<file path="config.mk">
export PLATFORM = sky130hd
export DESIGN_NAME = itpc_top
export DESIGN_NICKNAME = d
export VERILOG_FILES = /design/src/include/itpc_pkg.sv /design/src/logic/itpc_leg_drive.sv /design/src/logic/itpc_loop_step.sv /design/src/logic/itpc_top.sv
export SDC_FILE = /design/constraint.sdc
export NUM_CORES = 1
export LEC_CHECK = 0
export ABC_AREA = 0
export BUFFER_PORTS_ARGS = -buffer_cell sky130_fd_sc_hd__buf_2
export CORE_UTILIZATION = 30
export CTS_BUF_LIST = sky130_fd_sc_hd__clkbuf_4 sky130_fd_sc_hd__clkbuf_8
export CTS_CLUSTER_SIZE = 14
export DETAILED_ROUTE_END_ITERATION = 10
export PLACE_DENSITY_LB_ADDON = 0.12
export SLEW_MARGIN = 20
export SYNTH_ARGS = -nofsm -noshare
export SYNTH_HDL_FRONTEND = slang
export SYNTH_HIERARCHICAL = 1
export SYNTH_SLANG_ARGS = --single-unit
</file>
<file path="constraint.sdc">
create_clock -name sys_clk_i -period 19.9 [get_ports sys_clk_i]
set_clock_uncertainty 0.05 [all_clocks]
set_input_delay 2.985 -clock sys_clk_i [delete_from_list [all_inputs] [get_ports sys_clk_i]]
set_output_delay 2.985 -clock sys_clk_i [all_outputs]
set_load 0.01 [all_outputs]
</file>
<file path="src/include/itpc_pkg.sv">
// Constants, register map and state encoding of the inductive transmitter control.
// Assumes a single 100 MHz system clock shared by every module of the block.
package itpc_pkg;

  // Clock rate
  localparam int CLK_MHZ = 100;

  // Phase accumulator: one drive period is PHASE_MOD counts, the bridge
  // frequency in Hz is added every clock
  localparam logic [26:0] PHASE_MOD = 27'h5f5e100;
  localparam logic [26:0] PHASE_HALF = 27'h2faf080;

  // Switching frequency in Hz
  localparam logic [17:0] FREQ_MIN = 18'h1adb0;
  localparam logic [17:0] FREQ_MAX = 18'h320c8;
  localparam logic [17:0] PROBE_FREQ = 18'h25d78;
  localparam logic [17:0] PROBE_FREQ_TOL = 18'h03a98;
  localparam logic [17:0] PROBE_FREQ_LOW = PROBE_FREQ - PROBE_FREQ_TOL;
  localparam logic [17:0] PROBE_STEP = 18'h01388;

  // Duty cycle in units of 0.01 percent of the period
  localparam logic [12:0] DUTY_MIN = 13'h00c8;
  localparam logic [12:0] DUTY_MAX = 13'h1388;
  localparam logic [12:0] DUTY_PROBE = 13'h0bb8;
  localparam logic [13:0] DUTY_PHASE_STEP = 14'h2710;

  // Loop output limit and scaling divisors (frequency 1 Hz, duty 0.1 unit)
  localparam logic signed [17:0] LOOP_OUTPUT_LIMIT = 18'sh04e20;
  localparam int FREQ_SCALE_DIV = 1;
  localparam int DUTY_SCALE_DIV = 10;

  // Dead time between high and low switches of one leg, rounded up
  localparam int DEAD_TIME_NS = 50;
  localparam logic [3:0] DEAD_CYC = 4'((DEAD_TIME_NS * CLK_MHZ + 999) / 1000);

  // Probe answer window and power-off gap, rounded down
  localparam int PROBE_WAIT_MS = 70;
  localparam int OFF_GAP_MS = 10;
  localparam int PROBE_WAIT_CYC_DEF = PROBE_WAIT_MS * CLK_MHZ * 1000;
  localparam int OFF_GAP_CYC_DEF = OFF_GAP_MS * CLK_MHZ * 1000;

  // Register byte offsets
  localparam logic [7:0] REG_CTRL = 8'h00;
  localparam logic [7:0] REG_TARGET = 8'h04;
  localparam logic [7:0] REG_THRESH = 8'h08;
  localparam logic [7:0] REG_STATUS = 8'h0c;
  localparam logic [7:0] REG_FREQ = 8'h10;
  localparam logic [7:0] REG_DUTY = 8'h14;
  localparam logic [7:0] REG_CURRENT = 8'h18;

  // Control field positions
  localparam int CTRL_ENABLE = 0;
  localparam int CTRL_RETRY = 1;
  localparam int CTRL_FREQ_ONLY = 2;

  // Reset values
  localparam logic [2:0] CTRL_RST = 3'h0;
  localparam logic [15:0] TARGET_RST = 16'h01f4;
  localparam logic [7:0] THRESH_RST = 8'h40;

  // Sequencer states, Gray along idle, probe, transfer
  typedef enum logic [1:0] {
    ST_IDLE = 2'b00,
    ST_PROBE = 2'b01,
    ST_XFER = 2'b11,
    ST_GAP = 2'b10
  } itpc_state_t;

endpackage

</file>
<file path="src/logic/itpc_leg_drive.sv">
// One bridge leg: complementary high and low gate signals with dead time.
// Assumes the wanted level is synchronous to sys_clk_i.
`timescale 1ns/10ps
module itpc_leg_drive import itpc_pkg::*; #(
  parameter logic [3:0] DEAD = DEAD_CYC
) (
  input wire logic sys_clk_i,
  input wire logic sys_rst_i,
  input wire logic enable_i,
  input wire logic want_hi_i,
  output logic gate_hi_o,
  output logic gate_lo_o
);

  typedef struct packed {
    logic cur;
    logic [3:0] cnt;
    logic hi;
    logic lo;
  } itpc_leg_t;

  itpc_leg_t s;
  itpc_leg_t next_s;

  // Both switches open on every change, the new one closes DEAD plus one cycles later
  always_comb begin
    next_s = s;
    if (!enable_i) begin
      next_s.hi = 1'b0;
      next_s.lo = 1'b0;
      next_s.cnt = DEAD;
      next_s.cur = want_hi_i;
    end else if (want_hi_i != s.cur) begin
      next_s.cur = want_hi_i;
      next_s.cnt = DEAD; // RQ14
      next_s.hi = 1'b0;
      next_s.lo = 1'b0;
    end else if (s.cnt != 4'h0) begin
      next_s.cnt = s.cnt - 4'h1;
    end else begin
      next_s.hi = s.cur; // RQ14
      next_s.lo = ~s.cur; // RQ14
    end
  end

  // State register
  always_ff @(posedge sys_clk_i) begin
    if (sys_rst_i) begin
      s <= '{cur: 1'b0, cnt: DEAD, hi: 1'b0, lo: 1'b0};
    end else begin
      s <= next_s;
    end
  end

  assign gate_hi_o = s.hi;
  assign gate_lo_o = s.lo;

endmodule // itpc_leg_drive

</file>
<file path="src/logic/itpc_loop_step.sv">
// One proportional loop step: limits the error, scales it, clamps the result.
// Assumes the caller applies value_o only on a new current sample.
`timescale 1ns/10ps
module itpc_loop_step import itpc_pkg::*; #(
  parameter int W = 18,
  parameter logic [W-1:0] VMIN = '0,
  parameter logic [W-1:0] VMAX = '1,
  parameter bit INVERT = 1'b0,
  parameter int DIV = 1
) (
  input wire logic signed [17:0] err_i,
  input wire logic [W-1:0] value_i,
  output logic [W-1:0] value_o,
  output logic sat_o
);

  localparam logic signed [17:0] DIVS = 18'(DIV);

  logic signed [17:0] pid;
  logic signed [17:0] delta;
  logic signed [W+1:0] sum;

  // Unity gain, no integral or derivative part, output limited
  always_comb begin
    if (err_i > LOOP_OUTPUT_LIMIT) begin
      pid = LOOP_OUTPUT_LIMIT; // RQ12 RQ13
    end else if (err_i < -LOOP_OUTPUT_LIMIT) begin
      pid = -LOOP_OUTPUT_LIMIT; // RQ12 RQ13
    end else begin
      pid = err_i;
    end
    delta = INVERT ? -(pid / DIVS) : pid / DIVS;
    sum = $signed({2'b00, value_i}) + (W+2)'(delta);
    sat_o = 1'b0;
    if (sum < $signed({2'b00, VMIN})) begin
      value_o = VMIN; // RQ15
      sat_o = 1'b1;
    end else if (sum > $signed({2'b00, VMAX})) begin
      value_o = VMAX; // RQ15
      sat_o = 1'b1;
    end else begin
      value_o = sum[W-1:0];
    end
  end

endmodule // itpc_loop_step

</file>
<file path="src/logic/itpc_top.sv">
// Inductive transmitter control: probe sequencing, proportional power loop
// and full-bridge drive generation, with a small register port.
// Assumes all inputs synchronous to sys_clk_i and a fixed bridge supply.
`timescale 1ns/10ps
// Behaviour
// RQ1: Frequency held within 110 to 205 kHz
// RQ2: Duty held within 2 to 50 percent
// RQ3: Less power means higher frequency, lower duty
// RQ4: Frequency settable in 1 Hz steps
// RQ5: Probe starts at 155 kHz
// RQ6: Probe drives 30 percent duty
// RQ7: No strength report removes the power
// RQ8: Optional retries at lower frequencies until accepted; the code gives up after the 140 kHz probe and flags a probe failure
// RQ9: Transfer regulated by loop on frequency, duty
// RQ10: Duty is adjusted first, frequency second
// RQ11: Coil current taken in 1 mA units
// RQ12: Frequency loop: unity gain, limit, 1 Hz
// RQ13: Duty loop: unity gain, limit, minus 0.1
// RQ14: Complementary leg drive with dead time
// RQ15: New commands clamped before reaching the bridge
module itpc_top import itpc_pkg::*; #(
  parameter int PROBE_WAIT_CYC = PROBE_WAIT_CYC_DEF,
  parameter int OFF_GAP_CYC = OFF_GAP_CYC_DEF
) (
  input wire logic sys_clk_i,
  input wire logic sys_rst_i,
  input wire logic [7:0] reg_addr_i,
  input wire logic [31:0] reg_wdata_i,
  input wire logic reg_wr_i,
  input wire logic reg_rd_i,
  output logic [31:0] reg_rdata_o,
  input wire logic strength_valid_i,
  input wire logic [7:0] strength_i,
  input wire logic end_transfer_i,
  input wire logic current_valid_i,
  input wire logic [15:0] coil_current_i,
  output logic power_on_o,
  output logic gate_a_hi_o,
  output logic gate_a_lo_o,
  output logic gate_b_hi_o,
  output logic gate_b_lo_o,
  output logic [17:0] switching_frequency_o,
  output logic [12:0] duty_cycle_o
);

  typedef struct packed {
    itpc_state_t st;
    logic [31:0] tmr;
    logic enable;
    logic retry_en;
    logic freq_only;
    logic probe_fail;
    logic accepted;
    // Sticky loop clamp flags, cleared when a new probe starts
    logic duty_clamped;
    logic freq_clamped;
    logic [15:0] target;
    logic [7:0] thresh;
    logic [7:0] last_strength;
    logic [15:0] current;
    logic [3:0] probes;
    logic [17:0] probe_freq;
    logic [17:0] freq;
    logic [12:0] duty;
    logic [17:0] act_freq;
    logic [12:0] act_duty;
    logic [26:0] acc;
    logic bridge_on;
    logic [31:0] rdata;
  } itpc_top_t;

  itpc_top_t s;
  itpc_top_t next_s;

  localparam logic [31:0] PROBE_WAIT_LOAD = 32'(PROBE_WAIT_CYC);
  localparam logic [31:0] OFF_GAP_LOAD = 32'(OFF_GAP_CYC);

  logic signed [17:0] err;
  logic [17:0] freq_step;
  logic freq_sat;
  logic [12:0] duty_step;
  logic duty_sat;
  logic [27:0] acc_sum;
  logic wrap;
  logic [26:0] duty_phase;
  logic [26:0] acc_b;
  logic want_a;
  logic want_b;
  logic powered;

  // Loop error in mA: positive when the coil carries too much current
  // Measured minus target, so a positive error always asks for less power
  assign err = $signed({2'b00, coil_current_i}) - $signed({2'b00, s.target}); // RQ11

  // Both steps are worked out every cycle; the sequencer picks which one lands
  // Frequency step: excess current raises the frequency by 1 Hz per unit
  itpc_loop_step #(
    .W(18),
    .VMIN(FREQ_MIN),
    .VMAX(FREQ_MAX),
    .INVERT(1'b0),
    .DIV(FREQ_SCALE_DIV)
  ) u_freq_step (
    .err_i(err),
    .value_i(s.freq),
    .value_o(freq_step),
    .sat_o(freq_sat)
  );

  // Duty step: excess current lowers the duty by 0.1 unit per unit
  itpc_loop_step #(
    .W(13),
    .VMIN(DUTY_MIN),
    .VMAX(DUTY_MAX),
    .INVERT(1'b1),
    .DIV(DUTY_SCALE_DIV)
  ) u_duty_step (
    .err_i(err),
    .value_i(s.duty),
    .value_o(duty_step),
    .sat_o(duty_sat)
  );

  // Phase accumulator: adding the frequency in Hz each clock gives 1 Hz resolution
  // One period is PHASE_MOD over the frequency in clocks, so it follows the command
  assign acc_sum = {1'b0, s.acc} + {10'h000, s.act_freq}; // RQ4
  assign wrap = acc_sum >= {1'b0, PHASE_MOD};

  // Leg A conducts from phase zero, leg B half a period later, each for the duty
  // Widen before multiplying, so the product cannot wrap at the operand width
  assign duty_phase = 27'(s.act_duty) * 27'(DUTY_PHASE_STEP);
  assign acc_b = s.acc - PHASE_HALF;
  assign want_a = s.acc < duty_phase;
  assign want_b = (s.acc >= PHASE_HALF) && (acc_b < duty_phase);
  assign powered = (s.st == ST_PROBE) || (s.st == ST_XFER);

  // Next state: register port, sequencer, loop and drive timing
  always_comb begin
    next_s = s;
    // Read data fall back to zero, so the port shows nothing outside a read
    next_s.rdata = 32'h0000_0000;
    next_s.bridge_on = powered;

    // Register writes
    // Read-only and unmapped offsets fall to the default and are ignored
    if (reg_wr_i) begin
      unique case (reg_addr_i)
        REG_CTRL: begin
          next_s.enable = reg_wdata_i[CTRL_ENABLE];
          next_s.retry_en = reg_wdata_i[CTRL_RETRY];
          next_s.freq_only = reg_wdata_i[CTRL_FREQ_ONLY];
          if (!reg_wdata_i[CTRL_ENABLE]) begin
            next_s.probe_fail = 1'b0;
            next_s.accepted = 1'b0;
          end
        end
        REG_TARGET: next_s.target = reg_wdata_i[15:0];
        REG_THRESH: next_s.thresh = reg_wdata_i[7:0];
        default: ;
      endcase
    end

    // Register reads, data valid in the next cycle only
    if (reg_rd_i) begin
      unique case (reg_addr_i)
        REG_CTRL: next_s.rdata = {29'h0, s.freq_only, s.retry_en, s.enable};
        REG_TARGET: next_s.rdata = {16'h0000, s.target};
        REG_THRESH: next_s.rdata = {24'h000000, s.thresh};
        REG_STATUS: next_s.rdata = {12'h000, s.last_strength, s.probes, 1'b0, s.freq_clamped,
                                    s.duty_clamped, s.accepted, s.probe_fail, powered, s.st};
        REG_FREQ: next_s.rdata = {14'h0000, s.act_freq};
        REG_DUTY: next_s.rdata = {19'h00000, s.act_duty};
        REG_CURRENT: next_s.rdata = {16'h0000, s.current};
        default: next_s.rdata = 32'h0000_0000;
      endcase
    end

    // Latest coil current sample for software
    if (current_valid_i) begin
      next_s.current = coil_current_i; // RQ11
    end

    // Timer
    // The probe and gap states load it on entry, so no state ever needs to clear it
    if (s.tmr != 32'h0) begin
      next_s.tmr = s.tmr - 32'h1;
    end

    // Probe and transfer sequencing
    // Retries step down one probe step at a time and stop inside the probe window
    unique case (s.st)
      ST_IDLE: begin
        if (s.enable && !s.probe_fail) begin
          next_s.st = ST_PROBE;
          next_s.probe_freq = PROBE_FREQ;
          next_s.freq = PROBE_FREQ; // RQ5
          next_s.duty = DUTY_PROBE; // RQ6
          next_s.probes = 4'h1;
          next_s.tmr = PROBE_WAIT_LOAD;
          next_s.accepted = 1'b0;
          next_s.duty_clamped = 1'b0;
          next_s.freq_clamped = 1'b0;
        end
      end
      ST_PROBE: begin
        if (!s.enable) begin
          next_s.st = ST_IDLE;
        end else if (strength_valid_i) begin
          next_s.last_strength = strength_i;
          if (strength_i >= s.thresh) begin
            next_s.st = ST_XFER; // RQ8
            next_s.accepted = 1'b1;
          end else begin
            next_s.st = ST_GAP;
            next_s.tmr = OFF_GAP_LOAD;
          end
        end else if (s.tmr == 32'h0) begin
          next_s.st = ST_GAP; // RQ7
          next_s.tmr = OFF_GAP_LOAD;
        end
      end
      ST_GAP: begin
        if (!s.enable) begin
          next_s.st = ST_IDLE;
        end else if (s.tmr == 32'h0) begin
          if (s.retry_en && (s.probe_freq >= PROBE_FREQ_LOW + PROBE_STEP)) begin
            next_s.st = ST_PROBE; // RQ8
            next_s.probe_freq = s.probe_freq - PROBE_STEP;
            next_s.freq = s.probe_freq - PROBE_STEP; // RQ5
            next_s.duty = DUTY_PROBE; // RQ6
            next_s.probes = s.probes + 4'h1;
            next_s.tmr = PROBE_WAIT_LOAD;
          end else begin
            next_s.st = ST_IDLE; // RQ7
            next_s.probe_fail = 1'b1;
          end
        end
      end
      ST_XFER: begin
        if (!s.enable || end_transfer_i) begin
          next_s.st = ST_IDLE;
        end else if (current_valid_i) begin
          // Duty first; frequency only when the duty is pinned or selected
          if (s.freq_only) begin
            next_s.freq = freq_step; // RQ9 RQ12 RQ3
            next_s.freq_clamped = s.freq_clamped | freq_sat; // RQ15
          end else begin
            next_s.duty = duty_step; // RQ10 RQ13 RQ3
            next_s.duty_clamped = s.duty_clamped | duty_sat; // RQ15
            if (duty_sat) begin
              next_s.freq = freq_step; // RQ10 RQ9
              next_s.freq_clamped = s.freq_clamped | freq_sat; // RQ15
            end
          end
        end
      end
    endcase

    // Software clearing the enable sends the sequencer to idle in the next cycle, the bridge goes off a cycle after that
    // Placed after the sequencer, so it overrides any change of state in the same cycle
    if (reg_wr_i && (reg_addr_i == REG_CTRL) && !reg_wdata_i[CTRL_ENABLE]) begin
      next_s.st = ST_IDLE;
    end

    // A failure found in this cycle survives a clear in the same cycle
    if ((s.st == ST_GAP) && (next_s.st == ST_IDLE) && (s.tmr == 32'h0) && s.enable) begin
      next_s.probe_fail = !(s.retry_en && (s.probe_freq >= PROBE_FREQ_LOW + PROBE_STEP));
    end

    // New commands reach the bridge only at a period boundary
    // Holding them for a whole period keeps both half cycles alike
    if (!s.bridge_on) begin
      next_s.acc = 27'h0;
      next_s.act_freq = s.freq; // RQ1
      next_s.act_duty = s.duty; // RQ2
    end else if (wrap) begin
      next_s.acc = 27'(acc_sum - {1'b0, PHASE_MOD});
      next_s.act_freq = s.freq; // RQ1 RQ15
      next_s.act_duty = s.duty; // RQ2 RQ15
    end else begin
      next_s.acc = acc_sum[26:0];
    end
  end

  // State register
  always_ff @(posedge sys_clk_i) begin
    if (sys_rst_i) begin
      s <= '{
        st: ST_IDLE,
        tmr: 32'h0,
        enable: CTRL_RST[CTRL_ENABLE],
        retry_en: CTRL_RST[CTRL_RETRY],
        freq_only: CTRL_RST[CTRL_FREQ_ONLY],
        probe_fail: 1'b0,
        accepted: 1'b0,
        duty_clamped: 1'b0,
        freq_clamped: 1'b0,
        target: TARGET_RST,
        thresh: THRESH_RST,
        last_strength: 8'h00,
        current: 16'h0000,
        probes: 4'h0,
        probe_freq: PROBE_FREQ,
        freq: PROBE_FREQ,
        duty: DUTY_PROBE,
        act_freq: PROBE_FREQ,
        act_duty: DUTY_PROBE,
        acc: 27'h0,
        bridge_on: 1'b0,
        rdata: 32'h0
      };
    end else begin
      s <= next_s;
    end
  end

  // Both legs share one enable, so the whole bridge opens when power is removed
  // Bridge leg A
  itpc_leg_drive #(
    .DEAD(DEAD_CYC)
  ) u_leg_a (
    .sys_clk_i(sys_clk_i),
    .sys_rst_i(sys_rst_i),
    .enable_i(s.bridge_on),
    .want_hi_i(want_a),
    .gate_hi_o(gate_a_hi_o),
    .gate_lo_o(gate_a_lo_o)
  );

  // Bridge leg B, driven half a period later
  itpc_leg_drive #(
    .DEAD(DEAD_CYC)
  ) u_leg_b (
    .sys_clk_i(sys_clk_i),
    .sys_rst_i(sys_rst_i),
    .enable_i(s.bridge_on),
    .want_hi_i(want_b),
    .gate_hi_o(gate_b_hi_o),
    .gate_lo_o(gate_b_lo_o)
  );

  // Outputs
  assign reg_rdata_o = s.rdata;
  assign power_on_o = s.bridge_on;
  assign switching_frequency_o = s.act_freq;
  assign duty_cycle_o = s.act_duty;

endmodule // itpc_top

</file>
==> flow_summary.ini, run 1 <==
[cells_and_area]
layout_commonest_cell = nor2_1
fillers = 7905
final_cell_mix = nor2_1, nand2_1, dfxtp_1, ha_1, a21oi_1
layout-drive-gt1-share_pct = 12.2
areaGrowthSynthToFinish_pct = 9.51
num-nets-final = 3202

[power]
seq_power_share_pct = 22.6
swShare_pct = 44.7
power.internal_mw = 1.27
power_frac_comb_pct = 55.2
p_sw_mw = 1.03
power_leakage_nw = 9.85
p_total_mw = 2.30
clockPowerShare_pct = 22.1
vdd_drop_max_v = 0.0000721
powerDensity_mw_per_mm2 = 93.7

[die]
start_util_pct = 30.5
coreArea_mm2 = 0.0733
io_pins = 139
dieArea_mm2 = 0.0757
fp.dieW_um = 275
rows = 99
die_h_um = 275

[global_routing]
grt_use_met1_pct = 28.4
gr-usage-met3_pct = 2.85
grt_pass1_vias = 20800
global_route.usage.met2_pct = 33.6
grt_overflow_total = 0
grtUsageTotal_pct = 20.6
antenna_found_initial = 5
grt_pass1_wl_um = 123000
grt_max_degree = 109
busiest_layer = met2

[synth]
syn_inst = 2885
ys_ff_latch = 232
yosysSeqAreaShare_pct = 20.8
ys_types = 130
yosysWarnings = 6
synth_edf_count = 0
synth_area_mm2 = 0.0224
syn_area_per_cell_um2 = 7.76
ys.flop_type = dfxtp_1
async_reset_ff_share_pct = 0

[cts]
cts_root_buf = clkbuf_8
cts_buffer_depth = 3
cts_tree = yes
path_clk_slew_ns = 0.05
cts_setup_buffers = 0
clock-sinks = 232
numCtsBuffers = 45
ctsHoldBuffers = 0
insertion_delay_ns = 0.65
cts.htree.levels = 2
cts_resized = 0

[sta]
tightestPinTransition_ns = 1.08
timing.final.hold_violations = 0
drv_slew = 0
timing.final.crit_share_pct = 92.1
min_period_ns = 18.33
setup_viol = 0
rsz0062_at_grt = no
fmax_ghz = 0.0546
setup_tns_ns = 0
max-slew-margin-rel_pct = 28.2

[critical_path]
path_buf_inv = 4
cp_slowest_stage_delay_ns = 0.70
start_kind = primary input
critPathMostFrequentCell = a21o_1
worstPathRequired_ns = 20.35
crit_slowest_cell = o32ai_2
setup.worst_path.class = in2reg
crit_family = compound AO/OA/AOI/OAI gates
crit_fanout = 16
arrival_ns = 18.79
endpoint_kind = flop

[routing]
avgRoutedWirePerCell_um = 20.4
via_per_inst = 5.51
drt_iter0_drc = 1645
ant_nets = 0
drcViolationCount = 20
routed_wl_um = 79700
first_pass_iters = 9
routed-via-count = 21500

[placed_design]
gp_congestion = 0.894
io_buffer_count = 110
post-dp-hpwl_um = 62300

[run_status]
status = complete, but fails checks
violations = DRC

[run]
cap_violations = 0

[worst_hold_path]
min-delay-path-class = reg2reg
## per-layer routing
| metal | vias up | routed length [um] | share of wire (%) |
|---|---|---|---|
| met5 | - | 0 | 0 |
| met2 | 584 | 36100 | 45 |
| met4 | 0 | 1580 | 2.0 |
| met3 | 104 | 4200 | 5.3 |
| li1 | 10500 | - | - |
| met1 | 10300 | 37800 | 47 |
## worst reg2reg max path: cells and delay by family, from the launching register on
kind                     cells  cell delay, ns
AO/OA/AOI/OAI               34            8.12
multiplexers                 1            0.24
XOR/XNOR                     2            0.45
AND/OR/NAND/NOR             25            5.53
adder cells (fa/ha/maj)      4            0.95
flip-flops                   1            0.49
buffers and inverters        4            0.45
## stage by stage
stage / utilization, % / setup slack [ns] / instance area, um^2 / instances / hold slack, ns
after floorplan: - / 2.68 / 22400 / 2896 / 0.365
after global placement: 32.2 / 1.11 / 23600 / 3828 / 0.378
after detailed placement: 32.2 / 0.975 / 23600 / 3828 / 0.381
after CTS: 33.4 / 1.58 / 24500 / 3903 / 0.396
after global routing: 33.4 / 0.302 / 24500 / 3904 / 0.427
final: 33.4 / 1.57 / 24500 / 3905 / 0.392
## state kept, by name, summed over array words and instances (netlist names)
name,flops
duty_cycle_o,13
power_on_o,1
reg_rdata_o,20
s,166
switching_frequency_o,18
u_leg_a/gate_hi_o,1
u_leg_a/gate_lo_o,1
u_leg_a/s,5
u_leg_b/gate_hi_o,1
u_leg_b/gate_lo_o,1
u_leg_b/s,5
## power by group through the flow
stage	combinational, mW	clock (mW)	sequential (mW)
after floorplan	0.968	0	0.522
after global routing	1.40	0.546	0.523
after detailed placement	1.26	0	0.529
after global placement	1.25	0	0.528
after CTS	1.26	0.527	0.519
final	1.27	0.508	0.520
## final timing paths
path / slack [ns] / startpoint / cells after the start / end
worst min register to register: 0.39 / s[139]$_SDFFE_PP1P_ / 1 / s[139]$_SDFFE_PP1P_
worst max register to register: 3.51 / s[177]$_SDFFE_PP0P_ / 70 / s[110]$_SDFFE_PP1P_
worst min-delay path: 0.39 / s[139]$_SDFFE_PP1P_ / 1 / s[139]$_SDFFE_PP1P_
worst max-delay path: 1.57 / coil_current_i[0] / 71 / s[110]$_SDFFE_PP1P_
## final cells by class
| cell class | count | area (um^2) | share of cell area [%] |
|---|---|---|---|
| well taps | 959 | 1200 | 4.90 |
| clock buffers | 66 | 815 | 3.32 |
| inverters | 168 | 631 | 2.57 |
| diodes | 2 | 5.00 | 0.0204 |
| clock inverters | 9 | 101 | 0.414 |
| multi-input cells | 2302 | 16100 | 65.8 |
| repair buffers | 167 | 985 | 4.02 |
| flip-flops and latches | 232 | 4640 | 19.0 |
## cell usage after synthesis (27+ instances only)
master | n | share of area (%)
nand3_1 | 99 | 2.2
a21o_1 | 71 | 2.4
dfxtp_1 | 232 | 21
inv_1 | 165 | 2.8
a211oi_1 | 27 | 0.91
nand4_1 | 33 | 0.92
a31oi_1 | 41 | 1.1
nor4_1 | 27 | 0.75
nand2_1 | 242 | 4.1
nand2b_1 | 68 | 1.9
o21ai_0 | 86 | 1.9
and3_1 | 28 | 0.78
nor3_1 | 112 | 2.5
o21a_1 | 30 | 1.0
mux2i_1 | 66 | 3.0
fa_1 | 30 | 2.7
clkbuf_1 | 93 | 1.6
xnor2_1 | 100 | 3.9
ha_1 | 185 | 10
a22oi_1 | 38 | 1.3
nor2_1 | 263 | 4.4
xor2_1 | 55 | 2.2
a21oi_1 | 177 | 4.0
buf_4 | 69 | 2.3
## kinds of logic after synthesis
family,Yosys count,share of synthesized area [%]
AO/OA/AOI/OAI,767,24.4
XOR/XNOR,156,6.14
adder cells (fa/ha/maj),217,13.1
buffers and inverters,362,7.53
flip-flops,232,20.8
multiplexers,72,3.25
other,1,0.0168
AND/OR/NAND/NOR,1078,24.8
(Power assumes the default switching activity.)
==> run 2, diff against run 1 <==
==> constraint.sdc (replaced) <==
create_clock -name sys_clk_i -period 17.85 [get_ports sys_clk_i]
set_clock_uncertainty 0.05 [all_clocks]
set_input_delay 2.6775 -clock sys_clk_i [delete_from_list [all_inputs] [get_ports sys_clk_i]]
set_output_delay 2.6775 -clock sys_clk_i [all_outputs]
set_load 0.01 [all_outputs]
==> run 2 against run 1 <==
Compared with the run above:
- the run still ends with DRC left
- global-route usage increased by 0.27 points
- power increased by 22%
- flip-flop and latch count unchanged
- via count increased by 1.5%
- count of clock-buffer cells in the layout increased by 9
- final area increased by 4.0%
- combinational power increased by 27%
- sequential share of layout area decreased by 0.73 points
- critical endpoint is now s[109]$_SDFFE_PP1P_
==> flow_summary.ini, run 2 (same netlist as run 1, synthesis figures left out) <==
[cts]
path_clk_slew_ns = 0.06
numCtsBuffers = 46
clock-sinks = 232
cts_setup_buffers = 0
cts_tree = yes
insertion_delay_ns = 0.65
cts_root_buf = clkbuf_8
cts_buffer_depth = 3
cts.htree.levels = 2

[critical_path]
worst-r2r-setup-slack_ns = 2.81
crit_path_start = coil_current_i[0]
path_depth = 76
worstPathRequired_ns = 18.30
start_kind = primary input
rr_endpoint = s[109]$_SDFFE_PP1P_
critPathMostFrequentCell = a21o_1
path_buf_inv = 8
r2r_start = s[177]$_SDFFE_PP0P_
setup.worst_path.class = in2reg
cp_slowest_stage_delay_ns = 0.70
endpoint_kind = flop
crit_slowest_cell = or4_1
crit_fanout = 6
crit_family = compound AO/OA/AOI/OAI gates
rr_worst_depth = 74
arrival_ns = 17.17

[die]
start_util_pct = 30.5
dieArea_mm2 = 0.0757
io_pins = 139
coreArea_mm2 = 0.0733
rows = 99
die_h_um = 275
fp.dieW_um = 275

[cells_and_area]
num-nets-final = 3302
layout-drive-gt1-share_pct = 15.6
final_util_pct = 34.8
areaGrowthSynthToFinish_pct = 13.9
top_register = s
fin_area_mm2 = 0.0255
largest_register_ffs = 166
layout_commonest_cell = nor2_1
final_cell_mix = nor2_1, nand2_1, dfxtp_1, ha_1, a21oi_1
fin_cells = 4010

[worst_hold_path]
min-delay-path-class = reg2reg
hold_depth = 1
hold_path_end = s[139]$_SDFFE_PP1P_
holdCritStartpoint = s[139]$_SDFFE_PP1P_

[run_status]
violations = DRC
status = complete, but fails checks

[sta]
drv_slew = 0
max-slew-margin-rel_pct = 28.9
timing.final.crit_share_pct = 93.7
fmax_ghz = 0.0598
setup_tns_ns = 0
tightestPinTransition_ns = 1.06
timing.final.hold_violations = 0
min_period_ns = 16.73
setup_viol = 0

[routing]
ant_nets = 0
routed-via-count = 21800
via_per_inst = 5.45
routed_wl_um = 80600
drt_iter0_drc = 1672
drcViolationCount = 20
avgRoutedWirePerCell_um = 20.1
first_pass_iters = 9

[power]
powerDensity_mw_per_mm2 = 110
power_leakage_nw = 10.4
vdd_drop_max_v = 0.0000685
p_total_mw = 2.81

[global_routing]
grt_pass1_wl_um = 124000
grtUsageTotal_pct = 20.9
grt_max_degree = 111
antenna_found_initial = 5
grt_overflow_total = 0
grt_pass1_vias = 20900

[placed_design]
post-dp-hpwl_um = 63400
dp.cells = 3927
gp_congestion = 0.892
io_buffer_count = 110
dpl_cell_area_mm2 = 0.0243

[run]
cap_violations = 0
==> run 2: cell types whose count changed in the layout (fill, tap and decap cells not counted), sizes merged <==
cell      before  now
clkinvlp       1    0
inv          169  168
buf          167  266
clkbuf        66   75
clkinv         6    5
==> run 2: timing repair <==
item | in CTS | in global routing
resized for setup | 0 | 23
setup endpoints to repair | 0 | 20
hold buffers | 0 | 0
==> run 2: worst max path at each step <==
stage | end | slack [ns]
after global routing | s[109]$_SDFFE_PP1P_ | -0.01
after global placement | s[114]$_SDFFE_PP1P_ | -0.13
after floorplan | s[116]$_SDFFE_PP1P_ | 0.94
final | s[109]$_SDFFE_PP1P_ | 1.12
after CTS | s[114]$_SDFFE_PP1P_ | 0.46
after detailed placement | s[114]$_SDFFE_PP1P_ | -0.14
==> run 2: per-stage QoR <==
step,hold WS (ns),setup slack (ns)
after floorplan,0.365,0.942
after global placement,0.383,-0.133
after detailed placement,0.389,-0.143
after CTS,0.408,0.456
after global routing,0.425,-0.0131
final,0.404,1.12
==> run 2: area by class of cell <==
type                            instances  area [um^2]
Inverter                              168          631
Timing Repair Buffer                  266         1740
Multi-Input combinational cell       2302        16200
Fill cell                            7777        47800
Antenna cell                            2         5.00
Sequential cell                       232         4640
Clock buffer                           75          951
Tap cell                              959         1200
Clock inverter                          6         83.8
==> run 2: layer usage <==
layer | share of wire (%) | GRT usage (%) | wire length [um]
met2 | 45 | 33.6 | 36100
met5 | 0 | 0 | 0
met4 | 2.0 | 5.29 | 1640
met3 | 4.9 | 1.97 | 3970
met1 | 48 | 29.8 | 38900
==> run 2: report_power, final <==
| part | internal, mW | switching (mW) | total, mW |
|---|---|---|---|
| clock network | 0.353 | 0.266 | 0.619 |
| logic | 0.710 | 0.901 | 1.61 |
| registers | 0.551 | 0.0288 | 0.579 |
| total | 1.61 | 1.20 | 2.81 |
